==> config.mk <==
export PLATFORM = sky130hd
export DESIGN_NAME = vectored_interrupt_prioritizer
export DESIGN_NICKNAME = d
export VERILOG_FILES = /design/src/core/irq_prio_enc.sv /design/src/core/vectored_interrupt_prioritizer.sv
export SDC_FILE = /design/constraint.sdc
export NUM_CORES = 1
export LEC_CHECK = 0
export BUFFER_PORTS_ARGS = -buffer_cell sky130_fd_sc_hd__clkbuf_2
export CORE_ASPECT_RATIO = 1.4
export CORE_MARGIN = 2
export CORE_UTILIZATION = 54
export DETAILED_ROUTE_END_ITERATION = 12
export GPL_TIMING_DRIVEN = 0
export MAX_ROUTING_LAYER = met4
export PLACE_DENSITY = 0.77
export SLEW_MARGIN = 20
export SYNTH_ARGS = -nofsm -noshare
export SYNTH_HDL_FRONTEND = slang
export SYNTH_HIERARCHICAL = 1
export SYNTH_SLANG_ARGS = --single-unit
==> constraint.sdc <==
create_clock -name clk_sys -period 2.4 [get_ports clk_sys]
set_input_delay 0.24 -clock clk_sys [delete_from_list [all_inputs] [get_ports clk_sys]]
set_output_delay 0.24 -clock clk_sys [all_outputs]
set_load 0.01 [all_outputs]
==> src/core/irq_prio_enc.sv <==
// Purpose: Shared constants of the interrupt prioritizer, and its fixed-priority encoder.
// Assumes: Index 0 carries the highest priority; vectors are two bytes apart from address zero.
// Notes:   The encoder is purely combinational; the caller registers its result.
`timescale 1ns/1ps
`default_nettype none
package irq_pkg;
    // Source count, widths and vector spacing
    localparam int          NUM_SRC      = 16;
    localparam int          IDX_W        = 4;
    localparam int          VEC_W        = 16;
    localparam logic [15:0] VEC_BASE     = 16'h0000;
    localparam logic [15:0] VEC_STEP     = 16'h0002;

    // Source positions, in vector table order
    localparam int SRC_RESET       = 0;
    localparam int SRC_NMI         = 1;
    localparam int SRC_SPARE       = 2;
    localparam int SRC_EXT_TWO     = 3;
    localparam int SRC_LOW_STROBE  = 4;
    localparam int SRC_TIMER_A_OUT = 5;
    localparam int SRC_TIMER_A_PIN = 6;
    localparam int SRC_HIGH_STROBE = 7;
    localparam int SRC_RX_SPECIAL  = 8;
    localparam int SRC_RX_NORMAL   = 9;
    localparam int SRC_EXT_ONE     = 10;
    localparam int SRC_TIMER_B_OUT = 11;
    localparam int SRC_TIMER_B_IN  = 12;
    localparam int SRC_EXT_ZERO    = 13;
    localparam int SRC_TRANSMIT    = 14;
    localparam int SRC_TIMER_C     = 15;

    // Register byte offsets on the Avalon-MM slave
    localparam logic [7:0] OFS_LATCH    = 8'h00;
    localparam logic [7:0] OFS_IENABLE  = 8'h04;
    localparam logic [7:0] OFS_PSTATUS  = 8'h08;
    localparam logic [7:0] OFS_TCTRL    = 8'h0C;
    localparam logic [7:0] OFS_WAKE     = 8'h10;
    localparam logic [7:0] OFS_LASTVEC  = 8'h14;
    localparam logic [7:0] OFS_EVSTAT   = 8'h18;
    localparam logic [7:0] OFS_EVCLEAR  = 8'h1C;
    localparam logic [7:0] OFS_EVENABLE = 8'h20;

    // Field positions
    localparam int PS_GIE_BIT     = 0;
    localparam int TC_EDGE_LSB    = 0;
    localparam int TC_EDGE_W      = 4;
    localparam int TC_TIMER_LSB   = 8;
    localparam int TC_TIMER_W     = 8;
    localparam int WK_EN_BIT      = 0;
    localparam int WK_MATCH_BIT   = 1;
    localparam int WK_ADDR_LSB    = 8;
    localparam int WK_ADDR_W      = 8;

    // Sticky event bits
    localparam int EV_ACK     = 0;
    localparam int EV_NMI     = 1;
    localparam int EV_WAKE    = 2;
    localparam int EV_BADADR  = 3;
    localparam int EV_W       = 4;

    // Reset values
    localparam logic [15:0] RST_LATCH   = 16'h0001;
    localparam logic [15:0] RST_IENABLE = 16'h0000;
    localparam logic [15:0] RST_TCTRL   = 16'h0000;
    localparam logic [15:0] RST_WAKE    = 16'h0000;
endpackage

// Lowest set index wins
module irq_prio_enc #(
    parameter int N = irq_pkg::NUM_SRC,
    parameter int W = irq_pkg::IDX_W
) (
    input  wire logic [N-1:0] req,
    output logic              any,
    output logic [W-1:0]      idx
);
    // Scan downward so the final assignment is the lowest pending index
    always_comb begin
        any = 1'b0;
        idx = '0;
        for (int i = N - 1; i >= 0; i--) begin
            if (req[i]) begin
                any = 1'b1;
                idx = W'(i);
            end
        end
    end
endmodule

`default_nettype wire

==> src/core/vectored_interrupt_prioritizer.sv <==
// Purpose: Sixteen-source vectored interrupt controller with Avalon-MM register access.
// Assumes: All source inputs are synchronous to clk_sys; event inputs are one-cycle pulses.
// Notes:   The core sees a level request and a vector; one ack pulse takes the shown vector.
//
// Chosen here: the register offsets and the Avalon-MM interface to the registers.

`timescale 1ns/1ps
`default_nettype none

module vectored_interrupt_prioritizer (
    input  wire logic        clk_sys,
    input  wire logic        rst_n,
    // Avalon-MM slave
    input  wire logic [7:0]  avs_address,
    input  wire logic        avs_read,
    input  wire logic        avs_write,
    input  wire logic [31:0] avs_writedata,
    output logic [31:0]      avs_readdata,
    output logic             avs_waitrequest,
    // Interrupt sources
    input  wire logic        nmi_pin,
    input  wire logic        ext_irq_zero,
    input  wire logic        ext_irq_one,
    input  wire logic        ext_irq_two,
    input  wire logic        low_strobe_irq,
    input  wire logic        high_strobe_irq,
    input  wire logic        timer_a_output_irq,
    input  wire logic        timer_a_input_pin,
    input  wire logic        timer_b_output_irq,
    input  wire logic        timer_b_input_irq,
    input  wire logic        rx_special_condition_irq,
    input  wire logic        rx_word_valid,
    input  wire logic        rx_word_is_addr,
    input  wire logic [7:0]  rx_word_data,
    input  wire logic        transmit_irq,
    input  wire logic        timer_c_irq,
    // Core side
    input  wire logic        enable_interrupts_instr,
    input  wire logic        disable_interrupts_instr,
    input  wire logic        core_irq_ack,
    output logic             core_irq_req,
    output logic [15:0]      core_vector,
    output logic             core_gie,
    output logic             timer_a_level,
    output logic [7:0]       timer_ctrl,
    output logic             irq
);

    localparam int N = irq_pkg::NUM_SRC;
    localparam int W = irq_pkg::IDX_W;

    // Register state
    logic [N-1:0]             latch_q;
    logic [N-1:0]             latch_d;
    logic [N-1:0]             ienable_q;
    logic                     gie_q;
    logic [15:0]              tctrl_q;
    logic [15:0]              wake_q;
    logic [15:0]              lastvec_q;
    logic [irq_pkg::EV_W-1:0] evstat_q;
    logic [irq_pkg::EV_W-1:0] evenable_q;
    logic [irq_pkg::EV_W-1:0] ev_set;
    logic                     irq_q;

    // Bus state
    logic                     wait_q;
    logic [31:0]              rdata_q;
    logic [31:0]              rdata_d;
    logic                     acc;
    logic                     wr_acc;
    logic                     rd_first;
    logic                     addr_ok;

    // Source conditioning
    logic                     nmi_prev_q;
    logic [2:0]               ext_prev_q;
    logic                     ta_pin_q;
    logic                     ta_pin_prev_q;
    logic [2:0]               ext_edge;
    logic                     ta_pin_edge;
    logic                     rx_normal_ev;
    logic [N-1:0]             src_ev;

    // Prioritization and presentation
    logic [N-1:0]             eligible;
    logic                     win_any;
    logic [W-1:0]             win_idx;
    logic                     req_q;
    logic [W-1:0]             show_idx_q;
    logic [15:0]              vec_q;
    logic                     ack_take;

    // Edge detection on pins; a set select bit means rising edge, clear means falling
    always_comb begin
        ext_edge[0] = tctrl_q[irq_pkg::TC_EDGE_LSB + 0] ? (ext_irq_zero & ~ext_prev_q[0])
                                                        : (~ext_irq_zero & ext_prev_q[0]);
        ext_edge[1] = tctrl_q[irq_pkg::TC_EDGE_LSB + 1] ? (ext_irq_one & ~ext_prev_q[1])
                                                        : (~ext_irq_one & ext_prev_q[1]);
        ext_edge[2] = tctrl_q[irq_pkg::TC_EDGE_LSB + 2] ? (ext_irq_two & ~ext_prev_q[2])
                                                        : (~ext_irq_two & ext_prev_q[2]);
        ta_pin_edge = tctrl_q[irq_pkg::TC_EDGE_LSB + 3] ? (ta_pin_q & ~ta_pin_prev_q)
                                                        : (~ta_pin_q & ta_pin_prev_q);
    end

    // Pin history; the timer A pin level is also handed on to the timer and port logic
    always_ff @(posedge clk_sys) begin
        if (!rst_n) begin
            nmi_prev_q    <= 1'b0;
            ext_prev_q    <= 3'h0;
            ta_pin_q      <= 1'b0;
            ta_pin_prev_q <= 1'b0;
        end else begin
            nmi_prev_q    <= nmi_pin;
            ext_prev_q    <= {ext_irq_two, ext_irq_one, ext_irq_zero};
            ta_pin_q      <= timer_a_input_pin;
            ta_pin_prev_q <= ta_pin_q;
        end
    end

    // Wake-up receive filter: data words raise nothing while wake mode is on
    always_comb begin
        rx_normal_ev = 1'b0;
        if (rx_word_valid) begin
            if (!wake_q[irq_pkg::WK_EN_BIT]) begin
                rx_normal_ev = 1'b1;
            end else if (rx_word_is_addr) begin
                rx_normal_ev = !wake_q[irq_pkg::WK_MATCH_BIT] ||
                    (rx_word_data == wake_q[irq_pkg::WK_ADDR_LSB +: irq_pkg::WK_ADDR_W]);
            end
        end
    end

    // One event line per table slot; the reset and spare slots have no source
    always_comb begin
        src_ev                           = '0;
        src_ev[irq_pkg::SRC_NMI]         = nmi_pin & ~nmi_prev_q;
        src_ev[irq_pkg::SRC_EXT_TWO]     = ext_edge[2];
        src_ev[irq_pkg::SRC_LOW_STROBE]  = low_strobe_irq;
        src_ev[irq_pkg::SRC_TIMER_A_OUT] = timer_a_output_irq;
        src_ev[irq_pkg::SRC_TIMER_A_PIN] = ta_pin_edge;
        src_ev[irq_pkg::SRC_HIGH_STROBE] = high_strobe_irq;
        src_ev[irq_pkg::SRC_RX_SPECIAL]  = rx_special_condition_irq;
        src_ev[irq_pkg::SRC_RX_NORMAL]   = rx_normal_ev;
        src_ev[irq_pkg::SRC_EXT_ONE]     = ext_edge[1];
        src_ev[irq_pkg::SRC_TIMER_B_OUT] = timer_b_output_irq;
        src_ev[irq_pkg::SRC_TIMER_B_IN]  = timer_b_input_irq;
        src_ev[irq_pkg::SRC_EXT_ZERO]    = ext_edge[0];
        src_ev[irq_pkg::SRC_TRANSMIT]    = transmit_irq;
        src_ev[irq_pkg::SRC_TIMER_C]     = timer_c_irq;
    end

    // Reset and the non-maskable slot bypass both enables; the rest need both
    always_comb begin
        eligible = latch_q & ienable_q & {N{gie_q}};
        eligible[irq_pkg::SRC_RESET] = latch_q[irq_pkg::SRC_RESET];
        eligible[irq_pkg::SRC_NMI]   = latch_q[irq_pkg::SRC_NMI];
    end

    irq_prio_enc #(
        .N (N),
        .W (W)
    ) u_enc (
        .req (eligible),
        .any (win_any),
        .idx (win_idx)
    );

    // An ack takes whatever vector the core was being shown
    assign ack_take = core_irq_ack & req_q;

    // Presented request and vector, registered so the core sees stable levels
    always_ff @(posedge clk_sys) begin
        if (!rst_n) begin
            req_q      <= 1'b0;
            show_idx_q <= '0;
            vec_q      <= irq_pkg::VEC_BASE;
        end else begin
            req_q      <= win_any & ~ack_take;
            show_idx_q <= win_idx;
            vec_q      <= irq_pkg::VEC_BASE + irq_pkg::VEC_STEP * 16'(win_idx);
        end
    end

    // Pending latches: a new event beats the ack or software clear in the same cycle
    always_comb begin
        latch_d = latch_q;
        if (ack_take) begin
            latch_d[show_idx_q] = 1'b0;
        end
        if (wr_acc && avs_address == irq_pkg::OFS_LATCH) begin
            latch_d = latch_d & ~avs_writedata[N-1:0];
        end
        latch_d = latch_d | src_ev;
    end

    always_ff @(posedge clk_sys) begin
        if (!rst_n) begin
            latch_q <= irq_pkg::RST_LATCH; // Reset vector pends first
        end else begin
            latch_q <= latch_d;
        end
    end

    // Global enable; hardware clear on ack outranks an enable in the same cycle
    always_ff @(posedge clk_sys) begin
        if (!rst_n) begin
            gie_q <= 1'b0;
        end else if (ack_take) begin
            gie_q <= 1'b0;
        end else if (disable_interrupts_instr) begin
            gie_q <= 1'b0;
        end else if (enable_interrupts_instr) begin
            gie_q <= 1'b1;
        end else if (wr_acc && avs_address == irq_pkg::OFS_PSTATUS) begin
            gie_q <= avs_writedata[irq_pkg::PS_GIE_BIT];
        end
    end

    // Software-written configuration
    always_ff @(posedge clk_sys) begin
        if (!rst_n) begin
            ienable_q  <= irq_pkg::RST_IENABLE;
            tctrl_q    <= irq_pkg::RST_TCTRL;
            wake_q     <= irq_pkg::RST_WAKE;
            evenable_q <= '0;
        end else if (wr_acc) begin
            unique case (avs_address)
                irq_pkg::OFS_IENABLE:  ienable_q  <= avs_writedata[N-1:0];
                irq_pkg::OFS_TCTRL:    tctrl_q    <= avs_writedata[15:0];
                irq_pkg::OFS_WAKE:     wake_q     <= avs_writedata[15:0];
                irq_pkg::OFS_EVENABLE: evenable_q <= avs_writedata[irq_pkg::EV_W-1:0];
                default: ;
            endcase
        end
    end

    // Last acknowledged vector, for diagnostics
    always_ff @(posedge clk_sys) begin
        if (!rst_n) begin
            lastvec_q <= irq_pkg::VEC_BASE;
        end else if (ack_take) begin
            lastvec_q <= vec_q;
        end
    end

    // Sticky events for the system-level interrupt line
    always_comb begin
        ev_set                     = '0;
        ev_set[irq_pkg::EV_ACK]    = ack_take;
        ev_set[irq_pkg::EV_NMI]    = src_ev[irq_pkg::SRC_NMI];
        ev_set[irq_pkg::EV_WAKE]   = rx_normal_ev & wake_q[irq_pkg::WK_EN_BIT];
        ev_set[irq_pkg::EV_BADADR] = acc & ~addr_ok;
    end

    // Clear register is write-one-to-clear; a same-cycle event keeps its bit set
    always_ff @(posedge clk_sys) begin
        if (!rst_n) begin
            evstat_q <= '0;
        end else if (wr_acc && avs_address == irq_pkg::OFS_EVCLEAR) begin
            evstat_q <= (evstat_q & ~avs_writedata[irq_pkg::EV_W-1:0]) | ev_set;
        end else begin
            evstat_q <= evstat_q | ev_set;
        end
    end

    always_ff @(posedge clk_sys) begin
        if (!rst_n) begin
            irq_q <= 1'b0;
        end else begin
            irq_q <= |(evstat_q & evenable_q);
        end
    end

    // Avalon decode; the clear register is write-only and reads zero
    always_comb begin
        addr_ok = 1'b1;
        rdata_d = 32'h0000_0000;
        unique case (avs_address)
            irq_pkg::OFS_LATCH:    rdata_d[N-1:0]  = latch_q;
            irq_pkg::OFS_IENABLE:  rdata_d[N-1:0]  = ienable_q;
            irq_pkg::OFS_PSTATUS:  rdata_d[irq_pkg::PS_GIE_BIT] = gie_q;
            irq_pkg::OFS_TCTRL:    rdata_d[15:0]   = tctrl_q;
            irq_pkg::OFS_WAKE:     rdata_d[15:0]   = wake_q;
            irq_pkg::OFS_LASTVEC:  rdata_d[15:0]   = lastvec_q;
            irq_pkg::OFS_EVSTAT:   rdata_d[irq_pkg::EV_W-1:0] = evstat_q;
            irq_pkg::OFS_EVCLEAR:  rdata_d = 32'h0000_0000;
            irq_pkg::OFS_EVENABLE: rdata_d[irq_pkg::EV_W-1:0] = evenable_q;
            default:               addr_ok = 1'b0;
        endcase
    end

    // Every access waits exactly one cycle; data is captured while waitrequest is high
    assign rd_first = avs_read & wait_q;
    assign acc      = (avs_read | avs_write) & ~wait_q;
    assign wr_acc   = avs_write & ~wait_q;

    always_ff @(posedge clk_sys) begin
        if (!rst_n) begin
            wait_q <= 1'b1;
        end else begin
            wait_q <= ~((avs_read | avs_write) & wait_q);
        end
    end

    // Read data held until the next read, so it stands at the accepting edge
    always_ff @(posedge clk_sys) begin
        if (!rst_n) begin
            rdata_q <= 32'h0000_0000;
        end else if (rd_first) begin
            rdata_q <= rdata_d;
        end
    end

    // Ports straight from flops
    assign avs_readdata    = rdata_q;
    assign avs_waitrequest = wait_q;
    assign core_irq_req    = req_q;
    assign core_vector     = vec_q;
    assign core_gie        = gie_q;
    assign timer_a_level   = ta_pin_q;
    assign timer_ctrl      = tctrl_q[irq_pkg::TC_TIMER_LSB +: irq_pkg::TC_TIMER_W];
    assign irq             = irq_q;

endmodule

`default_nettype wire

==> results by group, run 1 <==
Final layout
  • Share of post-route cells with drive strength above 1: about a fifth
  • Final net count: roughly 800
  • ANT cells: 0
  • Utilization after layout: around two thirds
  • Area growth from synthesis to layout: 18.2%
  • Cell area after layout: between 6000 and 7000 um2
  • Number of cells in the finished layout apart from fillers: roughly 900

CTS
  • Hold Buf Count CTS: 0
  • Total CTS buffers: 9
  • Root Buffer: clkbuf_16
  • Clock-pin slew reported for the worst setup and hold paths after clock tree synthesis: about 0.080 ns
  • CTS tree: built
  • Insertion delay of the later-clocked pin in the worst-skew pair: 0.35 ns
  • Number of clock sinks seen by CTS: ~110
  • Level count of the clock H-tree: 3
  • Buffers inserted during post-CTS setup optimization: 0
  • Number of resized instances in the post-cts repair step: 0
  • Max Root-Sink Buffers: 2

Route
  • DRT iter0 DRCs: ~290
  • Router iterations before antenna repair: 5
  • Via-per-instance ratio: a little under 6
  • Detailed Route WL: 17100 um
  • Drc violations: 0
  • Detail Route met2 WL: around 8300 um
  • Routed wire length on met3: between 1000 and 1500 um
  • Highest metal used: met4
  • Post-detailed-route count of antenna-violating nets: 0
  • Total number of vias: approximately 5.1k
  • Total routed wire length on the met1 layer: about 6500 um
  • Routed wire per std cell: 19.3 um

Hold path
  • Endpoint of the worst hold path: core_gie$_SDFFE_PP0P_
  • Startpoint of the most critical hold path: disable_interrupts_instr
  • Tightest Hold Check Type: in -> reg
  • Cell count of the worst hold path: 2

STA
  • Hold violation count in the final report: 0
  • Max Freq: roughly 430 MHz
  • Worst-case setup margin in the final layout: roughly 0.097 ns
  • Transition time at the pin with the least slew margin: 1.15 ns
  • Worst hold slack: between 0.05 and 0.06 ns
  • Pins over their slew limit: 0
  • Crit path time final: around 2.3 ns
  • Setup Total Neg Slack: 0 ns
  • Slew HR: around 22%
  • Unrepaired setup endpoints after global routing: no
  • Count of endpoints failing setup in the final report: 0
  • Final critical-path share of the clock period: between 90% and 100%
  • Max Clock Skew: between 0.006 and 0.007 ns

Die
  • Die outline area: about 11000 um2
  • Vertical die dimension: ~120 um
  • Standard cell core area: around 9800 um2
  • # IOs: approximately 130
  • Total number of placement rows: 43
  • Initial Utilization: 55.2%
  • Horizontal die dimension: about 89 um

Placed design
  • Cell count after placement: approximately 870
  • Pre-CTS worst setup slack: -0.238 ns
  • Global placement routability congestion: approximately 0.98
  • Estimated wirelength of the detail-placed design: roughly 13000 um
  • Area after detailed placement: slightly above 6000 um2
  • Buffers added on ports: 85

Synth
  • Async set or reset register ratio after synthesis: 0%
  • Sequential fraction of the synthesis area: between 30% and 40%
  • Post-synthesis cell area: roughly 5400 um2
  • FF+latch count, synth: ~110
  • Average instance area after synthesis: between 8 and 9 um2
  • Dominant synthesized flop cell: dfxtp_1
  • Number of different library cells in the post-synthesis netlist: just under 60
  • Synthesis warning total: 6
  • Cells after Synth: 620
  • EDFF count, synth: 0
  • Ranking of synthesized cells by instance count: dfxtp_1 (106), nand2_1 (71), mux2i_1 (52)
  • Leading cell type by number of instances after synthesis: dfxtp_1
  • Post-synth top area cell: dfxtp_1
  • Yosys top cell area share: 39.1%
  • Largest cells by area after synthesis: dfxtp_1 (39%), mux2i_1 (9.6%), buf_4 (5.0%), nand2_1 (4.9%), nor2b_1 (4.7%)

Critical path
  • Signal arrival time at the worst endpoint: around 2.6 ns
  • CP startpoint kind: input port
  • Critical setup path kind: in -> reg
  • Capture point of the worst reg-to-reg path: evstat_q[1]$_SDFF_PN0_
  • Element type at the critical path end: flip-flop
  • Required time at the endpoint of the critical path: around 2.7 ns
  • Largest delay contributor family on the critical path: simple AND/OR/NAND/NOR gates
  • Startpoint of the lowest-slack register-to-register path: avs_waitrequest$_SDFF_PN1_
  • Stage delay of the slowest cell on the critical path: just over 0.9 ns
  • Critical-path cell list: clkbuf_2, buf_2, or4b_2, nor4_1, a21boi_0, o21a_1
  • Largest driver fanout on the critical path: 10
  • Crit path max-delay cell type: nor4_1
  • Depth of the most critical reg-to-reg path: 4
  • Reg-to-reg slack, setup: approximately 0.27 ns
  • Number of buffer and inverter stages on the critical path: 2

Power and ir drop
  • Leakage power of the design: 2.69 nW
  • Total power draw: 3.62 mW
  • Power density cells: ~560 nW/um2
  • IR drop worst, VDD: around 0.33 mV

GRT
  • Global-route wire length before repair: ~26000 um
  • Antenna violations before repair: 0
  • Total Routing Usage GR: between 30% and 40%
  • Total congestion overflow: 0
  • Number of global-route vias before repair: 4891
  • Maximum number of pins on one net before global-route repair: 19

Status
  • Result of the run: finished, final reports clean

Flow run
  • Number of maximum-capacitance violations: 0
[kinds of logic after synthesis]
logic type	count (synthesis)	synth area share (%)
and+or+nand+nor	231	23.4
AOI/OAI and AO/OA	139	17.9
DFF	106	39.1
muxes	54	9.99
other	1	0.0690
xor gates and xnor gates	8	1.29
buffers and inverters	81	8.36
[how the worst max path moves through the flow]
stage | start | end | slack [ns] | depth (start not counted)
global route | avs_address[4] | evstat_q[1]$_SDFF_PN0_ | 0.02 | 6
global placement | avs_address[4] | evstat_q[0]$_SDFF_PN0_ | -0.23 | 6
finish | avs_address[4] | evstat_q[1]$_SDFF_PN0_ | 0.1 | 6
CTS | avs_address[4] | evstat_q[1]$_SDFF_PN0_ | 0.12 | 6
floorplan | avs_address[5] | tctrl_q[10]$_SDFFE_PN0P_ | 0.56 | 6
detailed placement | avs_address[4] | evstat_q[1]$_SDFF_PN0_ | -0.24 | 6
[registers in the layout, summed over array words and instances (netlist names)]
| name | cells |
|---|---|
| ienable_q | 16 |
| latch_q | 16 |
| core_vector | 4 |
| lastvec_q | 4 |
| evstat_q | 4 |
| irq | 1 |
| ext_prev_q | 3 |
| core_irq_req | 1 |
| timer_a_level | 1 |
| wake_q | 16 |
| avs_waitrequest | 1 |
| avs_readdata | 16 |
| tctrl_q | 16 |
| evenable_q | 4 |
| nmi_prev_q | 1 |
| ta_pin_prev_q | 1 |
| core_gie | 1 |
[placed cells by master (no fill, tap or decap), drive strengths merged, types with 4 or more instances in the layout]
cell / count
clkbuf: 120
dfxtp: 106
nand2: 71
mux2i: 52
buf: 46
nor2b: 41
conb: 28
o21ai: 27
a21boi: 26
nor2: 24
and3: 19
a21oi: 19
and2: 14
a221oi: 14
o21a: 11
nor4: 11
inv: 10
nand3: 8
xor2: 8
nor3b: 7
nand4: 6
clkinv: 6
nor3: 6
o31ai: 5
nand2b: 4
o211ai: 4
a21o: 4
a22oi: 4
o31a: 4
[layout make-up]
type / instances / area [um2]
tap: 135 / 169
clock buffer: 10 / 239
fill: 909 / 3420
multi-input combinational: 460 / 2960
timing repair buffer: 85 / 425
sequential: 106 / 2120
inverter: 10 / 37.5
buffer: 71 / 417
clock inverter: 6 / 52.6
[power breakdown]
| part | total (mW) | internal [mW] | switching [mW] | leakage (nW) |
|---|---|---|---|---|
| Clock | 1.43 | 0.744 | 0.689 | 0.143 |
| Combinational | 0.367 | 0.152 | 0.215 | 1.68 |
| Sequential | 1.82 | 1.79 | 0.0335 | 0.861 |
[metal layers]
metal	track usage (%)	vias up
met5	-	-
met4	22.0	0
met3	4.91	72
met2	53.0	253
met1	36.7	2372
li1	-	2398
(Power assumes the default switching activity.)
==> inputs of run 2 (changes only) <==
Settings changed: PLACE_DENSITY 0.77 to 0.84.
==> results by group, run 2 (same netlist as run 1, synthesis figures left out) <==
Status
  • Result of the run: finished, final reports clean

Route
  • Routed wire per std cell: 19.5 um (+0.84%)
  • Via-per-instance ratio: 5.85 (+1.3%)
  • DRT iter0 DRCs: 398 (+36%)
  • Detailed Route WL: 17200 um (+0.73%)
  • Post-detailed-route count of antenna-violating nets: 0 (unchanged)
  • Router iterations before antenna repair: 6 (+1)
  • Drc violations: 0 (unchanged)
  • Total number of vias: 5157 (+1.2%)

Die
  • Total number of placement rows: 43 (unchanged)
  • Standard cell core area: 9850 um2 (unchanged)
  • Vertical die dimension: 123 um (unchanged)
  • # IOs: 131 (unchanged)
  • Die outline area: 10900 um2 (unchanged)
  • Horizontal die dimension: 88.8 um (unchanged)
  • Initial Utilization: 55.2% (unchanged)

Final layout
  • Fill cells: 851 (-6.4%)
  • ANT cells: 0 (unchanged)
  • Final net count: 813 (unchanged)
  • Area growth from synthesis to layout: 18.0%
  • Number of cells in the finished layout apart from fillers: 882 (-0.11%)
  • Utilization after layout: 65.1% (-0.10 points)
  • Share of post-route cells with drive strength above 1: 20.6% (-0.24 points)
  • Area of all sequential standard cells: 2120 um2 (unchanged)
  • Area of the multi-input gates: 2960 um2 (unchanged)
  • Cell area after layout: 6410 um2 (-0.16%)
  • Most common cell after layout, fill and taps aside: dfxtp_1
  • Most frequent cells in the layout: dfxtp_1 (106), clkbuf_2 (85), nand2_1 (71)

Critical path
  • Critical-path cell list: clkbuf_2, buf_2, or4b_2, nor4_1, a21boi_0, o21a_1
  • Crit path max-delay cell type: nor4_1
  • Stage delay of the slowest cell on the critical path: 0.86 ns (-0.05 ns)
  • Signal arrival time at the worst endpoint: 2.55 ns (about the same)
  • Element type at the critical path end: flip-flop
  • Source of the critical timing path: avs_address[4]
  • CP startpoint kind: input port
  • Required time at the endpoint of the critical path: 2.65 ns (about the same)
  • Critical setup path kind: in -> reg
  • Largest driver fanout on the critical path: 10 (unchanged)
  • Startpoint of the lowest-slack register-to-register path: avs_waitrequest$_SDFF_PN1_

Placed design
  • Cell count after placement: 867 (unchanged)
  • Pre-CTS worst setup slack: -0.230 ns (+0.00827 ns)
  • Global placement routability congestion: 0.969 (-0.65%)
  • Buffers added on ports: 85 (unchanged)
  • Area after detailed placement: 6130 um2 (unchanged)
  • Estimated wirelength of the detail-placed design: 13300 um (+2.1%)

CTS
  • CTS tree: built
  • Total CTS buffers: 9 (unchanged)
  • Root Buffer: clkbuf_16
  • Buffers inserted during post-CTS setup optimization: 0 (unchanged)
  • Number of clock sinks seen by CTS: 106 (unchanged)
  • Level count of the clock H-tree: 3 (unchanged)
  • Insertion delay of the later-clocked pin in the worst-skew pair: 0.35 ns (about the same)
  • Max Root-Sink Buffers: 2 (unchanged)
  • Clock-pin slew reported for the worst setup and hold paths after clock tree synthesis: 0.07 ns (about the same)
  • Number of resized instances in the post-cts repair step: 0 (unchanged)
  • Hold Buf Count CTS: 0 (unchanged)

STA
  • Count of endpoints failing setup in the final report: 0 (unchanged)
  • Unrepaired setup endpoints after global routing: no
  • Transition time at the pin with the least slew margin: 1.09 ns (-0.0552 ns)
  • Crit path time final: 2.30 ns (-0.00490 ns)
  • Hold violation count in the final report: 0 (unchanged)
  • Worst-case setup margin in the final layout: 0.102 ns (+0.00490 ns)
  • Worst hold slack: 0.0461 ns (-0.00821 ns)
  • Max Clock Skew: 0.00907 ns (+0.00254 ns)
  • Slew HR: 26.3% (+4.1 points)
  • Max Freq: 435 MHz (+0.21%)
  • Final critical-path share of the clock period: 95.8% (-0.20 points)
  • Pins over their slew limit: 0 (unchanged)

Power and ir drop
  • Internal: 2.70 mW (+0.61%)
  • Share of power burned in registers: 50.5% (+0.2 points)
  • IR drop worst, VDD: 0.374 mV (+12%)
  • Power density cells: 563 nW/um2 (-0.25%)
  • Share of power burned in the clock network: 39.3% (-0.3 points)
  • Combinational share of power: 10.2% (about the same)
  • Switching pwr: 0.907 mW (-3.3%)
  • Leakage power of the design: 2.68 nW (-0.30%)
  • Net switching fraction of the power: 25.1% (-0.75 points)

GRT
  • Global-route wire length before repair: 26100 um (+1.6%)
  • Total Routing Usage GR: 32.9% (+0.16 points)
  • Maximum number of pins on one net before global-route repair: 17 (-2)
  • Number of global-route vias before repair: 4911 (+0.41%)
  • Antenna violations before repair: 0 (unchanged)
  • Total congestion overflow: 0 (unchanged)

Hold path
  • Startpoint of the most critical hold path: disable_interrupts_instr
  • Tightest Hold Check Type: in -> reg

Flow run
  • Number of maximum-capacitance violations: 0 (unchanged)
-- run 2: final timing paths --
| kind | cells after the start | endpoint | slack [ns] |
|---|---|---|---|
| worst min register to register | 2 | avs_readdata[6]$_SDFFE_PN0P_ | 0.45 |
| worst max-delay path | 6 | evstat_q[1]$_SDFF_PN0_ | 0.10 |
| worst min-delay path | 2 | core_gie$_SDFFE_PP0P_ | 0.05 |
| worst max register to register | 5 | tctrl_q[6]$_SDFFE_PN0P_ | 0.29 |
-- run 2: cell type report --
type	instances	share of cell area (%)
buffer	71	6.50
clock buffer	12	4.00
clock inverter	3	0.390
inverter	10	0.585
multi-input combinational	460	46.2
sequential	106	33.1
tap	135	2.63
timing repair buffer	85	6.64
-- run 2: critical path, delay by kind of cell --
| family | cells | cell delay, ns |
|---|---|---|
| AOI/OAI and AO/OA | 2 | 0.47 |
| buffers and inverters | 2 | 0.28 |
| and+or+nand+nor | 2 | 1.55 |
-- run 2: metal layers --
metal / track usage, % / part of all wire (%) / up-vias
li1: - / - / 2388
met1: 37.3 / 38 / 2408
met2: 53.8 / 49 / 286
met3: 5.04 / 7.0 / 75
met4: 19.9 / 6.3 / 0
met5: - / 0 / -
-- run 2: power groups by stage --
stage | registers (mW) | logic (mW) | clock network, mW
2_1_floorplan | 1.85 | 0.213 | 0
3_3_place_gp | 1.86 | 0.353 | 0
3_5_place_dp | 1.86 | 0.356 | 0
4_1_cts | 1.82 | 0.358 | 1.41
5_1_grt | 1.83 | 0.396 | 1.49
6_report | 1.82 | 0.367 | 1.42
-- run 2: metrics by stage --
| step | total power, mW | setup TNS, ns |
|---|---|---|
| 2_1_floorplan | 2.06 | 0 |
| 3_3_place_gp | 2.21 | -0.674 |
| 3_5_place_dp | 2.22 | -0.667 |
| 4_1_cts | 3.59 | 0 |
| 5_1_grt | 3.71 | 0 |
| 6_report | 3.61 | 0 |
